### src/scd_defines.svh
// constants for the system clock source and divider block
// assumes one 250 MHz clock; high- and low-speed oscillators arrive as one-cycle tick enables, the main oscillator as a pin level
`ifndef SCD_DEFINES_SVH
`define SCD_DEFINES_SVH
`define SCD_RST_PIN_SEL 1'b0
`define SCD_RST_MOSC_STOP 1'b1
`define SCD_RST_FB_DIS 1'b0
`define SCD_RST_SRC_SEL 1'b1
`define SCD_RST_OCD 2'h0
`define SCD_RST_ONCHIP_SEL 1'b0
`define SCD_RST_HS_ON 1'b0
`define SCD_RST_PREDIV 3'h0
`define SCD_RST_DIV8 1'b0
`define SCD_RST_DIV_FIELD 2'h0
`define SCD_RST_OVERRIDE 1'b0
`define SCD_OCD_AUTO 2'h3
`define SCD_SRC_MAIN 1'b0
`define SCD_FIELD_DIV1 2'h0
`define SCD_FIELD_DIV2 2'h1
`define SCD_FIELD_DIV4 2'h2
`define SCD_RATIO_1 5'h01
`define SCD_RATIO_2 5'h02
`define SCD_RATIO_4 5'h04
`define SCD_RATIO_8 5'h08
`define SCD_RATIO_16 5'h10
`define SCD_PREDIV_BASE 4'h2
`define SCD_DIV128_RATIO 8'h80
`define SCD_LOSS_LIMIT 8
`define SCD_TRIM_DEFAULT 8'h80
`endif

### src/scd_pkg.sv
// types shared by the clock source and divider block
// assumes the defines header sits beside it
package scd_pkg;
   // main oscillator control states
   typedef enum logic [1:0] {
      MOSC_OFF,
      MOSC_RUN,
      MOSC_FALLBACK
   } scd_mosc_state_type;

   // every flop of the top module
   typedef struct packed {
      logic pin_sel;
      logic mosc_stop;
      logic fb_dis;
      logic src_sel;
      logic [1:0] osc_stop_detect_reg;
      logic onchip_sel;
      logic hs_on;
      logic [2:0] prediv;
      logic div8;
      logic [1:0] div_field;
      logic override;
      logic [7:0] coarse;
      logic [7:0] fine;
      scd_mosc_state_type mosc;
      logic pin_prev;
      logic stop_prev;
      logic amp_en;
      logic amp_drive;
      logic fb_en;
      logic hs_en;
      logic ls_en;
      logic onchip_tick;
      logic fast_tick;
      logic slow_tick;
      logic src_main;
   } scd_top_state_type;
endpackage

### src/scd_tick_div.sv
// tick divider: one output pulse per ratio input ticks
// assumes ticks are one-cycle enables; ratio is at least one
module scd_tick_div #(
   parameter int W = 5
) (
   input wire logic sys_clk_in,
   input wire logic reset_in,
   input wire logic tick_in,
   input wire logic [W-1:0] ratio_in,
   output logic pulse_out
);
   typedef struct packed {
      logic [W-1:0] cnt;
      logic [W-1:0] ratio;
      logic pulse;
   } scd_div_state_type;

   scd_div_state_type st_q, st_d;

   // ratio only taken at a pulse boundary, so no period is cut short
   always_comb begin
      st_d = st_q;
      st_d.pulse = 1'b0;
      if (tick_in) begin
         if (st_q.cnt + W'(1) >= st_q.ratio) begin
            st_d.pulse = 1'b1;
            st_d.cnt = '0;
            st_d.ratio = ratio_in;
         end else begin
            st_d.cnt = st_q.cnt + W'(1);
         end
      end
   end

   always_ff @(posedge sys_clk_in) begin
      if (reset_in) begin
         st_q <= '0;
      end else begin
         st_q <= st_d;
      end
   end

   assign pulse_out = st_q.pulse;

   chk_pulse_has_tick: assert property (@(posedge sys_clk_in) disable iff (reset_in)
      pulse_out |-> $past(tick_in))
      else $error("divider pulse without a source tick");
endmodule

### src/scd_loss_det.sv
// main oscillator loss detector referenced to the low-speed ticks
// assumes both tick inputs are one-cycle enables on sys_clk_in
`include "scd_defines.svh"
module scd_loss_det #(
   parameter int LIMIT = `SCD_LOSS_LIMIT
) (
   input wire logic sys_clk_in,
   input wire logic reset_in,
   input wire logic enable_in,
   input wire logic main_tick_in,
   input wire logic ref_tick_in,
   output logic lost_out
);
   typedef struct packed {
      logic [7:0] cnt;
      logic lost;
   } scd_loss_state_type;

   scd_loss_state_type st_q, st_d;

   // any main edge restarts the count; reference ticks age it
   always_comb begin
      st_d = st_q;
      if (!enable_in || main_tick_in) begin
         st_d.cnt = '0;
         st_d.lost = 1'b0;
      end else if (ref_tick_in && !st_q.lost) begin
         st_d.cnt = st_q.cnt + 8'h01;
         st_d.lost = (st_q.cnt + 8'h01) >= 8'(LIMIT);
      end
   end

   always_ff @(posedge sys_clk_in) begin
      if (reset_in) begin
         st_q <= '0;
      end else begin
         st_q <= st_d;
      end
   end

   assign lost_out = st_q.lost;

   chk_edge_clears_loss: assert property (@(posedge sys_clk_in) disable iff (reset_in)
      (enable_in && main_tick_in) |=> !lost_out)
      else $error("loss flag held after a main edge");
endmodule

### src/scd_top.sv
// clock source selection, main oscillator control and cpu divider
// assumes oscillators deliver synchronous ticks; software bits arrive
// with a single write strobe and are held here
`include "scd_defines.svh"
module scd_top #(
   parameter int LOSS_LIMIT = `SCD_LOSS_LIMIT,
   parameter logic [7:0] COARSE_RST = `SCD_TRIM_DEFAULT,
   parameter logic [7:0] FINE_RST = `SCD_TRIM_DEFAULT
) (
   input wire logic sys_clk_in,
   input wire logic reset_in,
   input wire logic cfg_wr_in,
   input wire logic main_pin_select_in,
   input wire logic main_osc_stop_in,
   input wire logic feedback_resistor_disable_in,
   input wire logic system_source_select_in,
   input wire logic osc_stop_detect_hi_in,
   input wire logic osc_stop_detect_lo_in,
   input wire logic onchip_osc_select_in,
   input wire logic hs_osc_on_in,
   input wire logic [2:0] hs_prediv_in,
   input wire logic cpu_div8_select_in,
   input wire logic cpu_div_field_hi_in,
   input wire logic cpu_div_field_lo_in,
   input wire logic stop_div_override_in,
   input wire logic [7:0] hs_coarse_trim_in,
   input wire logic [7:0] hs_fine_trim_in,
   input wire logic stop_mode_in,
   input wire logic main_osc_in_pin_in,
   input wire logic hs_osc_tick_in,
   input wire logic ls_osc_tick_in,
   output logic main_osc_out_pin_out,
   output logic main_osc_out_pin_oe_out,
   output logic main_osc_run_out,
   output logic feedback_resistor_en_out,
   output logic hs_osc_enable_out,
   output logic ls_osc_enable_out,
   output logic [7:0] hs_coarse_trim_out,
   output logic [7:0] hs_fine_trim_out,
   output logic cpu_clk_en_out,
   output logic wdt_clk_en_out,
   output logic onchip_periph_clk_out,
   output logic fast_undivided_tap_out,
   output logic fast_divided_tap_out,
   output logic slow_onchip_tap_out,
   output logic div128_tap_out,
   output logic cpu_div8_select_out,
   output logic system_source_out,
   output logic osc_lost_out,
   output logic fallback_active_out
);
   import scd_pkg::*;

   scd_top_state_type st_q, st_d;
   logic main_tick;
   logic ls_tick;
   logic hs_tick;
   logic prediv_pulse;
   logic onchip_tick;
   logic sys_tick;
   logic lost;
   logic cpu_pulse;
   logic slow128_pulse;
   logic stop_entry;
   logic [3:0] prediv_ratio;
   logic [4:0] cpu_ratio;

   // cpu ratio decode: divide-by-8 bit overrides the two-bit field
   function automatic logic [4:0] cpu_ratio_of(input logic div8,
                                               input logic [1:0] field);
      logic [4:0] r;
      r = `SCD_RATIO_16;
      if (div8) begin
         r = `SCD_RATIO_8;
      end else begin
         case (field)
            `SCD_FIELD_DIV1: r = `SCD_RATIO_1;
            `SCD_FIELD_DIV2: r = `SCD_RATIO_2;
            `SCD_FIELD_DIV4: r = `SCD_RATIO_4;
            default: r = `SCD_RATIO_16;
         endcase
      end
      return r;
   endfunction

   // oscillator ticks; nothing runs while the chip is in stop mode
   assign main_tick = main_osc_in_pin_in && !st_q.pin_prev
      && st_q.amp_en && !stop_mode_in;
   assign ls_tick = ls_osc_tick_in && !stop_mode_in;
   assign hs_tick = hs_osc_tick_in && st_q.hs_on && !stop_mode_in;
   assign stop_entry = stop_mode_in && !st_q.stop_prev;

   // every pattern is legal: ratio is the pattern plus two
   assign prediv_ratio = {1'b0, st_q.prediv} + `SCD_PREDIV_BASE;

   // on-chip clock: high-speed only when selected and switched on
   assign onchip_tick = (st_q.onchip_sel && st_q.hs_on && st_q.mosc != MOSC_FALLBACK)
      ? prediv_pulse : ls_tick;

   // pulses are whole ticks, so a source swap cannot slice one
   assign sys_tick = st_q.src_main ? main_tick : onchip_tick;

   assign cpu_ratio = cpu_ratio_of(st_q.div8, st_q.div_field);

   scd_tick_div #(
      .W(4)
   ) u_prediv (
      .sys_clk_in(sys_clk_in),
      .reset_in(reset_in),
      .tick_in(hs_tick),
      .ratio_in(prediv_ratio),
      .pulse_out(prediv_pulse)
   );

   // one divider feeds both cpu and watchdog
   scd_tick_div #(
      .W(5)
   ) u_cpudiv (
      .sys_clk_in(sys_clk_in),
      .reset_in(reset_in),
      .tick_in(sys_tick),
      .ratio_in(cpu_ratio),
      .pulse_out(cpu_pulse)
   );

   scd_tick_div #(
      .W(8)
   ) u_div128 (
      .sys_clk_in(sys_clk_in),
      .reset_in(reset_in),
      .tick_in(ls_tick),
      .ratio_in(`SCD_DIV128_RATIO),
      .pulse_out(slow128_pulse)
   );

   scd_loss_det #(
      .LIMIT(LOSS_LIMIT)
   ) u_loss (
      .sys_clk_in(sys_clk_in),
      .reset_in(reset_in),
      .enable_in(st_q.amp_en && !stop_mode_in),
      .main_tick_in(main_tick),
      .ref_tick_in(ls_tick),
      .lost_out(lost)
   );

   // next state: software writes, oscillator control, tap registers
   always_comb begin
      st_d = st_q;
      st_d.pin_prev = main_osc_in_pin_in;
      st_d.stop_prev = stop_mode_in;
      if (cfg_wr_in) begin
         st_d.pin_sel = main_pin_select_in;
         st_d.mosc_stop = main_osc_stop_in;
         st_d.fb_dis = feedback_resistor_disable_in;
         st_d.src_sel = system_source_select_in;
         st_d.osc_stop_detect_reg = {osc_stop_detect_hi_in, osc_stop_detect_lo_in};
         st_d.onchip_sel = onchip_osc_select_in;
         st_d.hs_on = hs_osc_on_in;
         st_d.prediv = hs_prediv_in;
         st_d.div8 = cpu_div8_select_in;
         st_d.div_field = {cpu_div_field_hi_in, cpu_div_field_lo_in};
         st_d.override = stop_div_override_in;
         st_d.coarse = hs_coarse_trim_in;
         st_d.fine = hs_fine_trim_in;
      end
      // stop entry wins over a software write in the same cycle
      if (stop_entry && !st_q.override) begin
         st_d.div8 = 1'b1;
      end
      // main oscillator control
      case (st_q.mosc)
         MOSC_OFF: begin
            if (st_q.pin_sel && !st_q.mosc_stop) begin
               st_d.mosc = MOSC_RUN;
            end
         end
         MOSC_RUN: begin
            if (!st_q.pin_sel || (st_q.mosc_stop && st_q.src_sel)) begin
               st_d.mosc = MOSC_OFF;
            end else if (lost && st_q.osc_stop_detect_reg == `SCD_OCD_AUTO) begin
               st_d.mosc = MOSC_FALLBACK;
            end
         end
         MOSC_FALLBACK: begin
            if (!st_q.pin_sel || (st_q.mosc_stop && st_q.src_sel)) begin
               st_d.mosc = MOSC_OFF;
            end else if (!lost && st_q.osc_stop_detect_reg != `SCD_OCD_AUTO) begin
               st_d.mosc = MOSC_RUN;
            end
         end
         default: begin
            st_d.mosc = MOSC_OFF;
         end
      endcase
      // amplifier keeps trying during fallback so a restart is seen
      st_d.amp_en = (st_d.mosc != MOSC_OFF) && !stop_mode_in;
      st_d.amp_drive = st_d.amp_en && !main_osc_in_pin_in;
      st_d.fb_en = st_d.amp_en && !st_q.fb_dis;
      st_d.hs_en = st_q.hs_on && !stop_mode_in;
      st_d.ls_en = !stop_mode_in;
      st_d.src_main = (st_q.src_sel == `SCD_SRC_MAIN)
         && (st_d.mosc == MOSC_RUN);
      st_d.onchip_tick = onchip_tick;
      st_d.fast_tick = hs_tick;
      st_d.slow_tick = ls_tick;
   end

   // single synchronous reset holds the documented start-up values
   always_ff @(posedge sys_clk_in) begin
      if (reset_in) begin
         st_q <= '0;
         st_q.pin_sel <= `SCD_RST_PIN_SEL;
         st_q.mosc_stop <= `SCD_RST_MOSC_STOP;
         st_q.fb_dis <= `SCD_RST_FB_DIS;
         st_q.src_sel <= `SCD_RST_SRC_SEL;
         st_q.osc_stop_detect_reg <= `SCD_RST_OCD;
         st_q.onchip_sel <= `SCD_RST_ONCHIP_SEL;
         st_q.hs_on <= `SCD_RST_HS_ON;
         st_q.prediv <= `SCD_RST_PREDIV;
         st_q.div8 <= `SCD_RST_DIV8;
         st_q.div_field <= `SCD_RST_DIV_FIELD;
         st_q.override <= `SCD_RST_OVERRIDE;
         st_q.coarse <= COARSE_RST;
         st_q.fine <= FINE_RST;
         st_q.mosc <= MOSC_OFF;
         st_q.ls_en <= 1'b1;
      end else begin
         st_q <= st_d;
      end
   end

   // outputs from the state flops (system source inverted, fallback decoded from the oscillator state), the divider flops or the loss detector flop
   assign main_osc_out_pin_out = st_q.amp_drive;
   assign main_osc_out_pin_oe_out = st_q.amp_en;
   assign main_osc_run_out = st_q.amp_en;
   assign feedback_resistor_en_out = st_q.fb_en;
   assign hs_osc_enable_out = st_q.hs_en;
   assign ls_osc_enable_out = st_q.ls_en;
   assign hs_coarse_trim_out = st_q.coarse;
   assign hs_fine_trim_out = st_q.fine;
   assign cpu_clk_en_out = cpu_pulse;
   assign wdt_clk_en_out = cpu_pulse;
   assign onchip_periph_clk_out = st_q.onchip_tick;
   assign fast_undivided_tap_out = st_q.fast_tick;
   assign fast_divided_tap_out = prediv_pulse;
   assign slow_onchip_tap_out = st_q.slow_tick;
   assign div128_tap_out = slow128_pulse;
   assign cpu_div8_select_out = st_q.div8;
   assign system_source_out = !st_q.src_main;
   assign osc_lost_out = lost;
   assign fallback_active_out = (st_q.mosc == MOSC_FALLBACK);

   // main never leaves the off state without pin select and a cleared stop bit; a stop-mode exit can restart it with the stop bit set
   chk_main_needs_enable: assert property (@(posedge sys_clk_in) disable iff (reset_in)
      $rose(main_osc_run_out) |-> ($past(st_q.pin_sel) && !$past(st_q.mosc_stop)))
      else $error("main oscillator started without enable");

   chk_main_stop_onchip: assert property (@(posedge sys_clk_in) disable iff (reset_in)
      (st_q.mosc != MOSC_OFF && st_q.mosc_stop && st_q.src_sel) |=> !main_osc_run_out)
      else $error("main oscillator kept running after stop");

   chk_stop_mode_quiet: assert property (@(posedge sys_clk_in) disable iff (reset_in)
      (stop_mode_in && $past(stop_mode_in)) |=> (!cpu_clk_en_out
         && !feedback_resistor_en_out && !main_osc_run_out))
      else $error("clock activity in stop mode");

   chk_feedback_disable: assert property (@(posedge sys_clk_in) disable iff (reset_in)
      st_q.fb_dis |=> !feedback_resistor_en_out)
      else $error("feedback resistor on while disabled");

   chk_reset_values: assert property (@(posedge sys_clk_in) disable iff (reset_in)
      $past(reset_in) |-> (!hs_osc_enable_out && !cpu_div8_select_out
         && system_source_out && cpu_ratio == `SCD_RATIO_1))
      else $error("wrong clock setup after reset");

   chk_div8_on_stop: assert property (@(posedge sys_clk_in) disable iff (reset_in)
      (stop_entry && !st_q.override) |=> cpu_div8_select_out)
      else $error("divide-by-8 not forced on stop entry");

   chk_fallback_entry: assert property (@(posedge sys_clk_in) disable iff (reset_in)
      (st_q.mosc == MOSC_RUN && lost && st_q.osc_stop_detect_reg == `SCD_OCD_AUTO && st_q.pin_sel
         && !(st_q.mosc_stop && st_q.src_sel)) |=> (fallback_active_out ##1 !st_q.src_main))
      else $error("no fallback after main loss");

   chk_hs_off_quiet: assert property (@(posedge sys_clk_in) disable iff (reset_in)
      !st_q.hs_on |=> !fast_undivided_tap_out)
      else $error("high-speed tap active while off");

   chk_div8_ratio: assert property (@(posedge sys_clk_in) disable iff (reset_in)
      st_q.div8 |-> cpu_ratio == `SCD_RATIO_8)
      else $error("divide-by-8 bit not honoured");

   chk_prediv_ratio: assert property (@(posedge sys_clk_in) disable iff (reset_in)
      st_q.prediv == 3'h7 |-> prediv_ratio == 4'h9)
      else $error("pre-divider top pattern not nine");
endmodule

### config.mk
export PLATFORM = sky130hd
export DESIGN_NAME = scd_top
export DESIGN_NICKNAME = d
export VERILOG_FILES = /design/src/scd_pkg.sv /design/src/scd_tick_div.sv /design/src/scd_loss_det.sv /design/src/scd_top.sv
export VERILOG_INCLUDE_DIRS = /design/src /design/src/src
export SDC_FILE = /design/constraint.sdc
export NUM_CORES = 1
export LEC_CHECK = 0
export BUFFER_PORTS_ARGS = -buffer_cell sky130_fd_sc_hd__buf_2
export CAP_MARGIN = 40
export CORE_ASPECT_RATIO = 1.75
export CORE_MARGIN = 3
export CORE_UTILIZATION = 33
export CTS_CLUSTER_SIZE = 12
export DETAILED_ROUTE_END_ITERATION = 10
export PLACE_DENSITY = 0.59
export SYNTH_ARGS = -nofsm -noshare
export SYNTH_HDL_FRONTEND = slang
export SYNTH_SLANG_ARGS = --single-unit
### constraint.sdc
create_clock -name sys_clk_in -period 3.8 [get_ports sys_clk_in]
set_input_delay 0.95 -clock sys_clk_in [delete_from_list [all_inputs] [get_ports sys_clk_in]]
set_output_delay 0.95 -clock sys_clk_in [all_outputs]
set_load 0.01 [all_outputs]
After elaboration in Yosys (flattened, before gate mapping):

Cells that the tools add are included.

* add/subtract/negate cells: 5
* $lt $le $gt $ge: 4
* equal/unequal tests: 8
* multiplexer cells: 18
* bitwise logic cells: 4
* reductions and logical operators: 45

Operators with widths (number)
* 1-bit logical AND: 21
* 20-bit two-way mux: 1
* 8-bit by 1-bit adder with 8-bit output (second input constant): 2
* 5-bit one-hot mux with 3 select lines: 1
* 1-bit zero test: 11
* 2-bit two-way mux: 5
* 5-bit two-way mux: 2
* 8-bit by 4-bit >= comparator with 1-bit output (second input constant): 1
* 8-bit >= comparator: 1
* 8-bit two-way mux: 1
* 2-bit OR reduction: 4
* 2-bit by 1-bit == test with 1-bit output (second input constant): 3
* 2-bit == test (second input constant): 3
* 1-bit two-way mux: 6
* 2-bit one-hot mux with 3 select lines: 1
* 2-bit AND reduction: 3
* 5-bit by 1-bit adder with 5-bit output (second input constant): 1
* 5-bit >= comparator: 1
* 3-bit by 2-bit adder with 4-bit output (second input constant): 1
* 4-bit by 1-bit adder with 4-bit output (second input constant): 1
* 4-bit >= comparator: 1
* 2-bit zero test: 2
* 4-bit two-way mux: 1
* 2-bit inequality test (second input constant): 2
* 3 further kinds: 8

* bits in registers: 83
* input port bits: 38
* output and inout port bits: 33
* logic and storage cells: 120

Longest topological paths before layout:

* word-level depth: 8
* mapped depth: 10
* depth with buffers taken out: 9

By module:

A second synthesis with hierarchy kept.

* cells, all modules: 462
* area total of the unflattened synthesis: 4406.7 µm²

Modules (own cells, without submodules)
* scd_top: times used 1, cells an instance 185, area each 1814.2 µm², seq. area each 880.8 µm²
* scd_tick_div (u_div128): times used 1, cells an instance 109, area each 997.2 µm², seq. area each 340.3 µm²
* scd_tick_div (u_cpudiv): times used 1, cells an instance 61, area each 624.3 µm², seq. area each 220.2 µm²
* scd_tick_div (u_prediv): times used 1, cells an instance 57, area each 529.3 µm², seq. area each 180.2 µm²
* scd_loss_det: times used 1, cells an instance 50, area each 441.7 µm², seq. area each 180.2 µm²

Worst setup path after synthesis:

No wires, ideal clock.

* path type: reg2reg
* start: reg u_div128.st_q[13] (netlist name)
* end: reg u_div128.st_q[16] (netlist name)
* library setup time: 0.058 ns
* data arrival time: 2.111 ns
* data required time: 3.742 ns
* setup slack: 1.631 ns
* stages on the path, launching flop included: 11
* path buffers: 1
* period minus slack after synthesis: 2.169 ns
* path through: dfxtp_1 -> nand3_1 -> nor3_1 -> xnor2_1 -> ha_1 -> clkbuf_1 -> inv_1 -> or3_1 -> nor3b_1 -> o22ai_1 -> nand2_1

* word-level cells in the longest chain between the ends: 3

Ends and longest elaborated chain
* start: declaration: RTL line scd_tick_div.sv:18 `scd_div_state_type st_q, st_d;`
* start signal: assignment: RTL line scd_tick_div.sv:39 `st_q <= st_d;`
* 8-bit by 1-bit adder with 8-bit output *: RTL line scd_tick_div.sv:25, scd_tick_div.sv:30
* 8-bit >= comparator: RTL line scd_tick_div.sv:25 `if (st_q.cnt + W'(1) >= st_q.ratio) begin`
* 8-bit two-way mux *: RTL line scd_tick_div.sv:25

Every way passes the cells marked *; elsewhere a longest branch is shown, timed or not.
A chain may end at the register's enable or synchronous reset.

Worst setup path in the final report:

* start: reg u_div128.st_q[9] (netlist name)
* end: reg u_div128.st_q[16] (netlist name)

Same word-level chain as after synthesis.

==> out/metrics.yaml <==
worst_setup_path:
  critical_path.reg2reg.startpoint: "u_div128.st_q[9]"
  worst-path-buf-inv: 1
  worstSetupEndpointType: "flop"
  cp_top_family: "simple AND/OR/NAND/NOR gates"
  cp_data_required_time_ns: 4.08
  critPathLaunchType: "flop"
  arrival_ns: 2.78
  worst_setup_path_startpoint: "u_div128.st_q[9]"
  worst_r2r_path_depth: 9
  reg_to_reg_end: "u_div128.st_q[16]"
  cpMaxStageDelayCell: "dfxtp_1"
  timing.setup.critical_path_class: "flop to flop"
  timing.reg2reg.setup_slack_ns: 1.31
  crit_path_max_incr_delay_ns: 0.42
  path_max_fanout: 8
  crit_path_cell_trace: "nand3_1, nor3_1, xnor2_1, ha_1, inv_1, or3_1, nor3b_1, o22ai_1, nand2_1"
power:
  total_leakage_power_nw: 1.938
  post-layout-total-power_mw: 2.009
  clock_power_share_pct: 46.9
  peakVddDrop_mv: 0.2676
  p_int_mw: 1.575
  powerDensity_nw_per_um2: 453.6
  p_sw_mw: 0.4339
  power.share.switching_pct: 21.60
  p_seq_share_pct: 45.7
  power.combinational.fraction_pct: 7.5
hold_path:
  whs_path_depth: 1
  hold_worst_path_end: "feedback_resistor_en_out"
  path_class_of_the_lowest_slack_min_delay_path: "flop to flop"
  timing.hold.worst.start: "st_q[41]"
logic_synthesis:
  ys_async_sr_fraction_pct: 0
  seq_area_frac_synth_pct: 44.30
  yosys_warnings: 0
  syn-instance-count: 408
  post_syn_area_sq_um: 3751
  synth.lib_cells_used.distinct: 51
  synth-seq-cells: 83
  synth_fp_nets: 462
  synth_top_flop_cell: "dfxtp_1"
  synth_enable_flop_cells: 0
  synth.avg_cell_area_sq_um: 9.194
cells_and_area:
  fraction_of_layout_cells_with_a_size_suffix_above_1_pct: 20.73
  final_common_cell: "dfxtp_1"
  syn2layout_area_growth_pct: 18.08
  num-nets-final: 512
  instances_no_fill: 593
  most_frequent_cells_in_the_layout: "dfxtp_1 (83), buf_2 (70), nor2_1 (54), mux2i_1 (29), nand2_1 (28)"
  antenna_cells: 0
global_route:
  grt_util_overall_pct: 12.84
  grt_pass1_wl_um: 13080
  antenna_found_initial: 0
  vias_in_the_first_global_route: 2781
  grt_start_max_net_pins: 49
  grt_overflow: 0
timing:
  timing.fmax_mhz: 401.2
  tightest_slew_ns: 0.8699
  hold_violations: 0
  final_min_period_over_clock_period_pct: 65.60
  sum_of_negative_setup_slack_ns: 0
  slew_violations: 0
  unrepaired_setup_endpoints_after_global_routing: "no"
  final.min_clock_period_ns: 2.493
  fin_skew_ns: 0.005143
  fin_ws_ns: 1.307
  slew-limit-headroom_pct: 42.00
  report.final.setup_viol: 0
  hold_ws_ns: 0.4213
floorplan:
  start_util_pct: 34.46
  placeableCoreArea_sq_um: 10890
  io_count: 71
  dieWidth_um: 86.60
  die_outline_area_sq_um: 12730
  die_height_um: 147.0
  placementRows: 50
place:
  dpl.hpwl_um: 5805
  routabilityCongestion: 0.8121
  dp.cells: 577
  placement.io_buffers: 70
  dpl_worst_slack_ns: 1.314
clocking:
  tritoncts_num_sinks: 83
  clock_insertion_delay_worst_skew_ns: 0.34
  cts.repair_timing.setup_buffer_count: 0
  cts_made_buffers: 9
  postCtsHoldBufs: 0
  cts_resized: 0
  ctsHtreeMaxLevel: 3
  worst_setup_hold_path_clk_slew_ns: 0.06
  cts_tree: "yes"
  cts-root-buf: "clkbuf_16"
  clock_path_buffers: 2
status:
  outcome: "completed"
drt:
  totalWireLength_um: 7830
  dr.pass1.iters: 4
  detailroute.via_count: 2909
  ant_nets: 0
  drcViolationCount: 0
  drt-vias-per-instance: 4.906
  wl_per_cell_um: 13.20
  first_iter_violations: 163
flow_run:
  maxCapViolations: 0
area by class of cell:
| cell class | instances | area, sq um |
|---|---|---|
| inverter | 13 | 48.80 |
| multi-input combinational | 278 | 1836 |
| fill | 1104 | 6456 |
| clock buffer | 11 | 252.7 |
| timing repair buffer | 73 | 392.9 |
| sequential | 83 | 1662 |
| clock inverter | 5 | 75.07 |
| tap | 130 | 162.7 |
synthesized netlist by cell type, types with 2 or more instances:
library cell  number  area (sq um)
a211oi_1           2         15.01
or4_1              2         15.01
or3_1              2         12.51
and2_1             3         18.77
nand3b_1           6         45.04
nand4b_1           2         17.52
dfxtp_1           83          1662
a21oi_1           23         115.1
ha_1              16         200.2
and3_1             4         25.02
a22o_1             2         17.52
nand2_1           28         105.1
xor2_1             7         61.31
nand4_1            3         18.77
nor3b_1            2         15.01
o22ai_1            2         12.51
clkbuf_1          11         41.29
nor2b_1            9         56.30
a21o_1             3         22.52
a211o_1            4         35.03
nand2b_1           5         31.28
o31a_1             2         17.52
mux2i_1           29         290.3
o21ai_0           14         70.07
nand3_1           15         75.07
o2111ai_1          2         17.52
buf_2              2         10.01
nor2_1            54         202.7
o31ai_1            3         22.52
buf_1              2         7.510
nor3_1             6         30.03
a31oi_1            4         25.02
inv_1             13         48.80
xnor2_1            9         78.83
buf_4             18         135.1
power by group through the flow:
stage	sequential [mW]	clock, mW	combinational [mW]
floorplan	0.934	0	0.108
global placement	0.936	0	0.145
detailed placement	0.937	0	0.152
CTS	0.918	0.970	0.153
global route	0.922	1.00	0.168
finish	0.918	0.942	0.150
layer usage:
layer / track usage [%] / up-vias / wire length, um
li1: - / 1498 / -
met1: 14.67 / 1340 / 3334
met2: 22.24 / 60 / 3974
met3: 3.086 / 11 / 381
met4: 5.616 / 0 / 139
met5: 0 / - / 0
metrics by stage:
step,area (sq um),util (%)
2_1_floorplan,3751,-
3_3_place_gp,4066,37.36
3_5_place_dp,4101,37.68
4_1_cts,4429,40.69
5_1_grt,4429,40.69
6_report,4429,40.69
how the worst max path moves through the flow:
stage                             end  slack [ns]  depth (start not counted)
global placement     u_cpudiv.st_q[5]        1.32                          8
detailed placement   u_cpudiv.st_q[5]        1.31                          6
finish              u_div128.st_q[16]        1.31                          9
floorplan           u_div128.st_q[16]        1.63                         10
global route        u_div128.st_q[16]        1.11                          9
CTS                 u_div128.st_q[16]        1.32                          9
cell families (layout without fill, tap and decap cells):
family                     after synthesis  after routing  synth area share, %
DFF                                     83             83                44.30
adders and majority gates               16             16                5.337
xor gates and xnor gates                16             16                3.736
muxes                                   29             29                7.739
buffers and inverters                   47            102                6.771
and+or+nand+nor                        150            150                20.15
AOI/OAI and AO/OA                       67             67                11.97
registers in the layout, summed over array words and instances, names as in the netlist:
register,count
hs_osc_enable_out,1
feedback_resistor_en_out,1
slow_onchip_tap_out,1
st_q,19
hs_coarse_trim_out,8
u_prediv.pulse_out,1
u_div128.pulse_out,1
u_div128.st_q,9
u_prediv.st_q,8
fast_undivided_tap_out,1
cpu_div8_select_out,1
main_osc_out_pin_out,1
main_osc_out_pin_oe_out,1
ls_osc_enable_out,1
hs_fine_trim_out,8
u_loss.lost_out,1
u_cpudiv.st_q,10
onchip_periph_clk_out,1
u_loss.st_q,8
u_cpudiv.pulse_out,1
No activity file was read; power rests on OpenSTA's default activity.
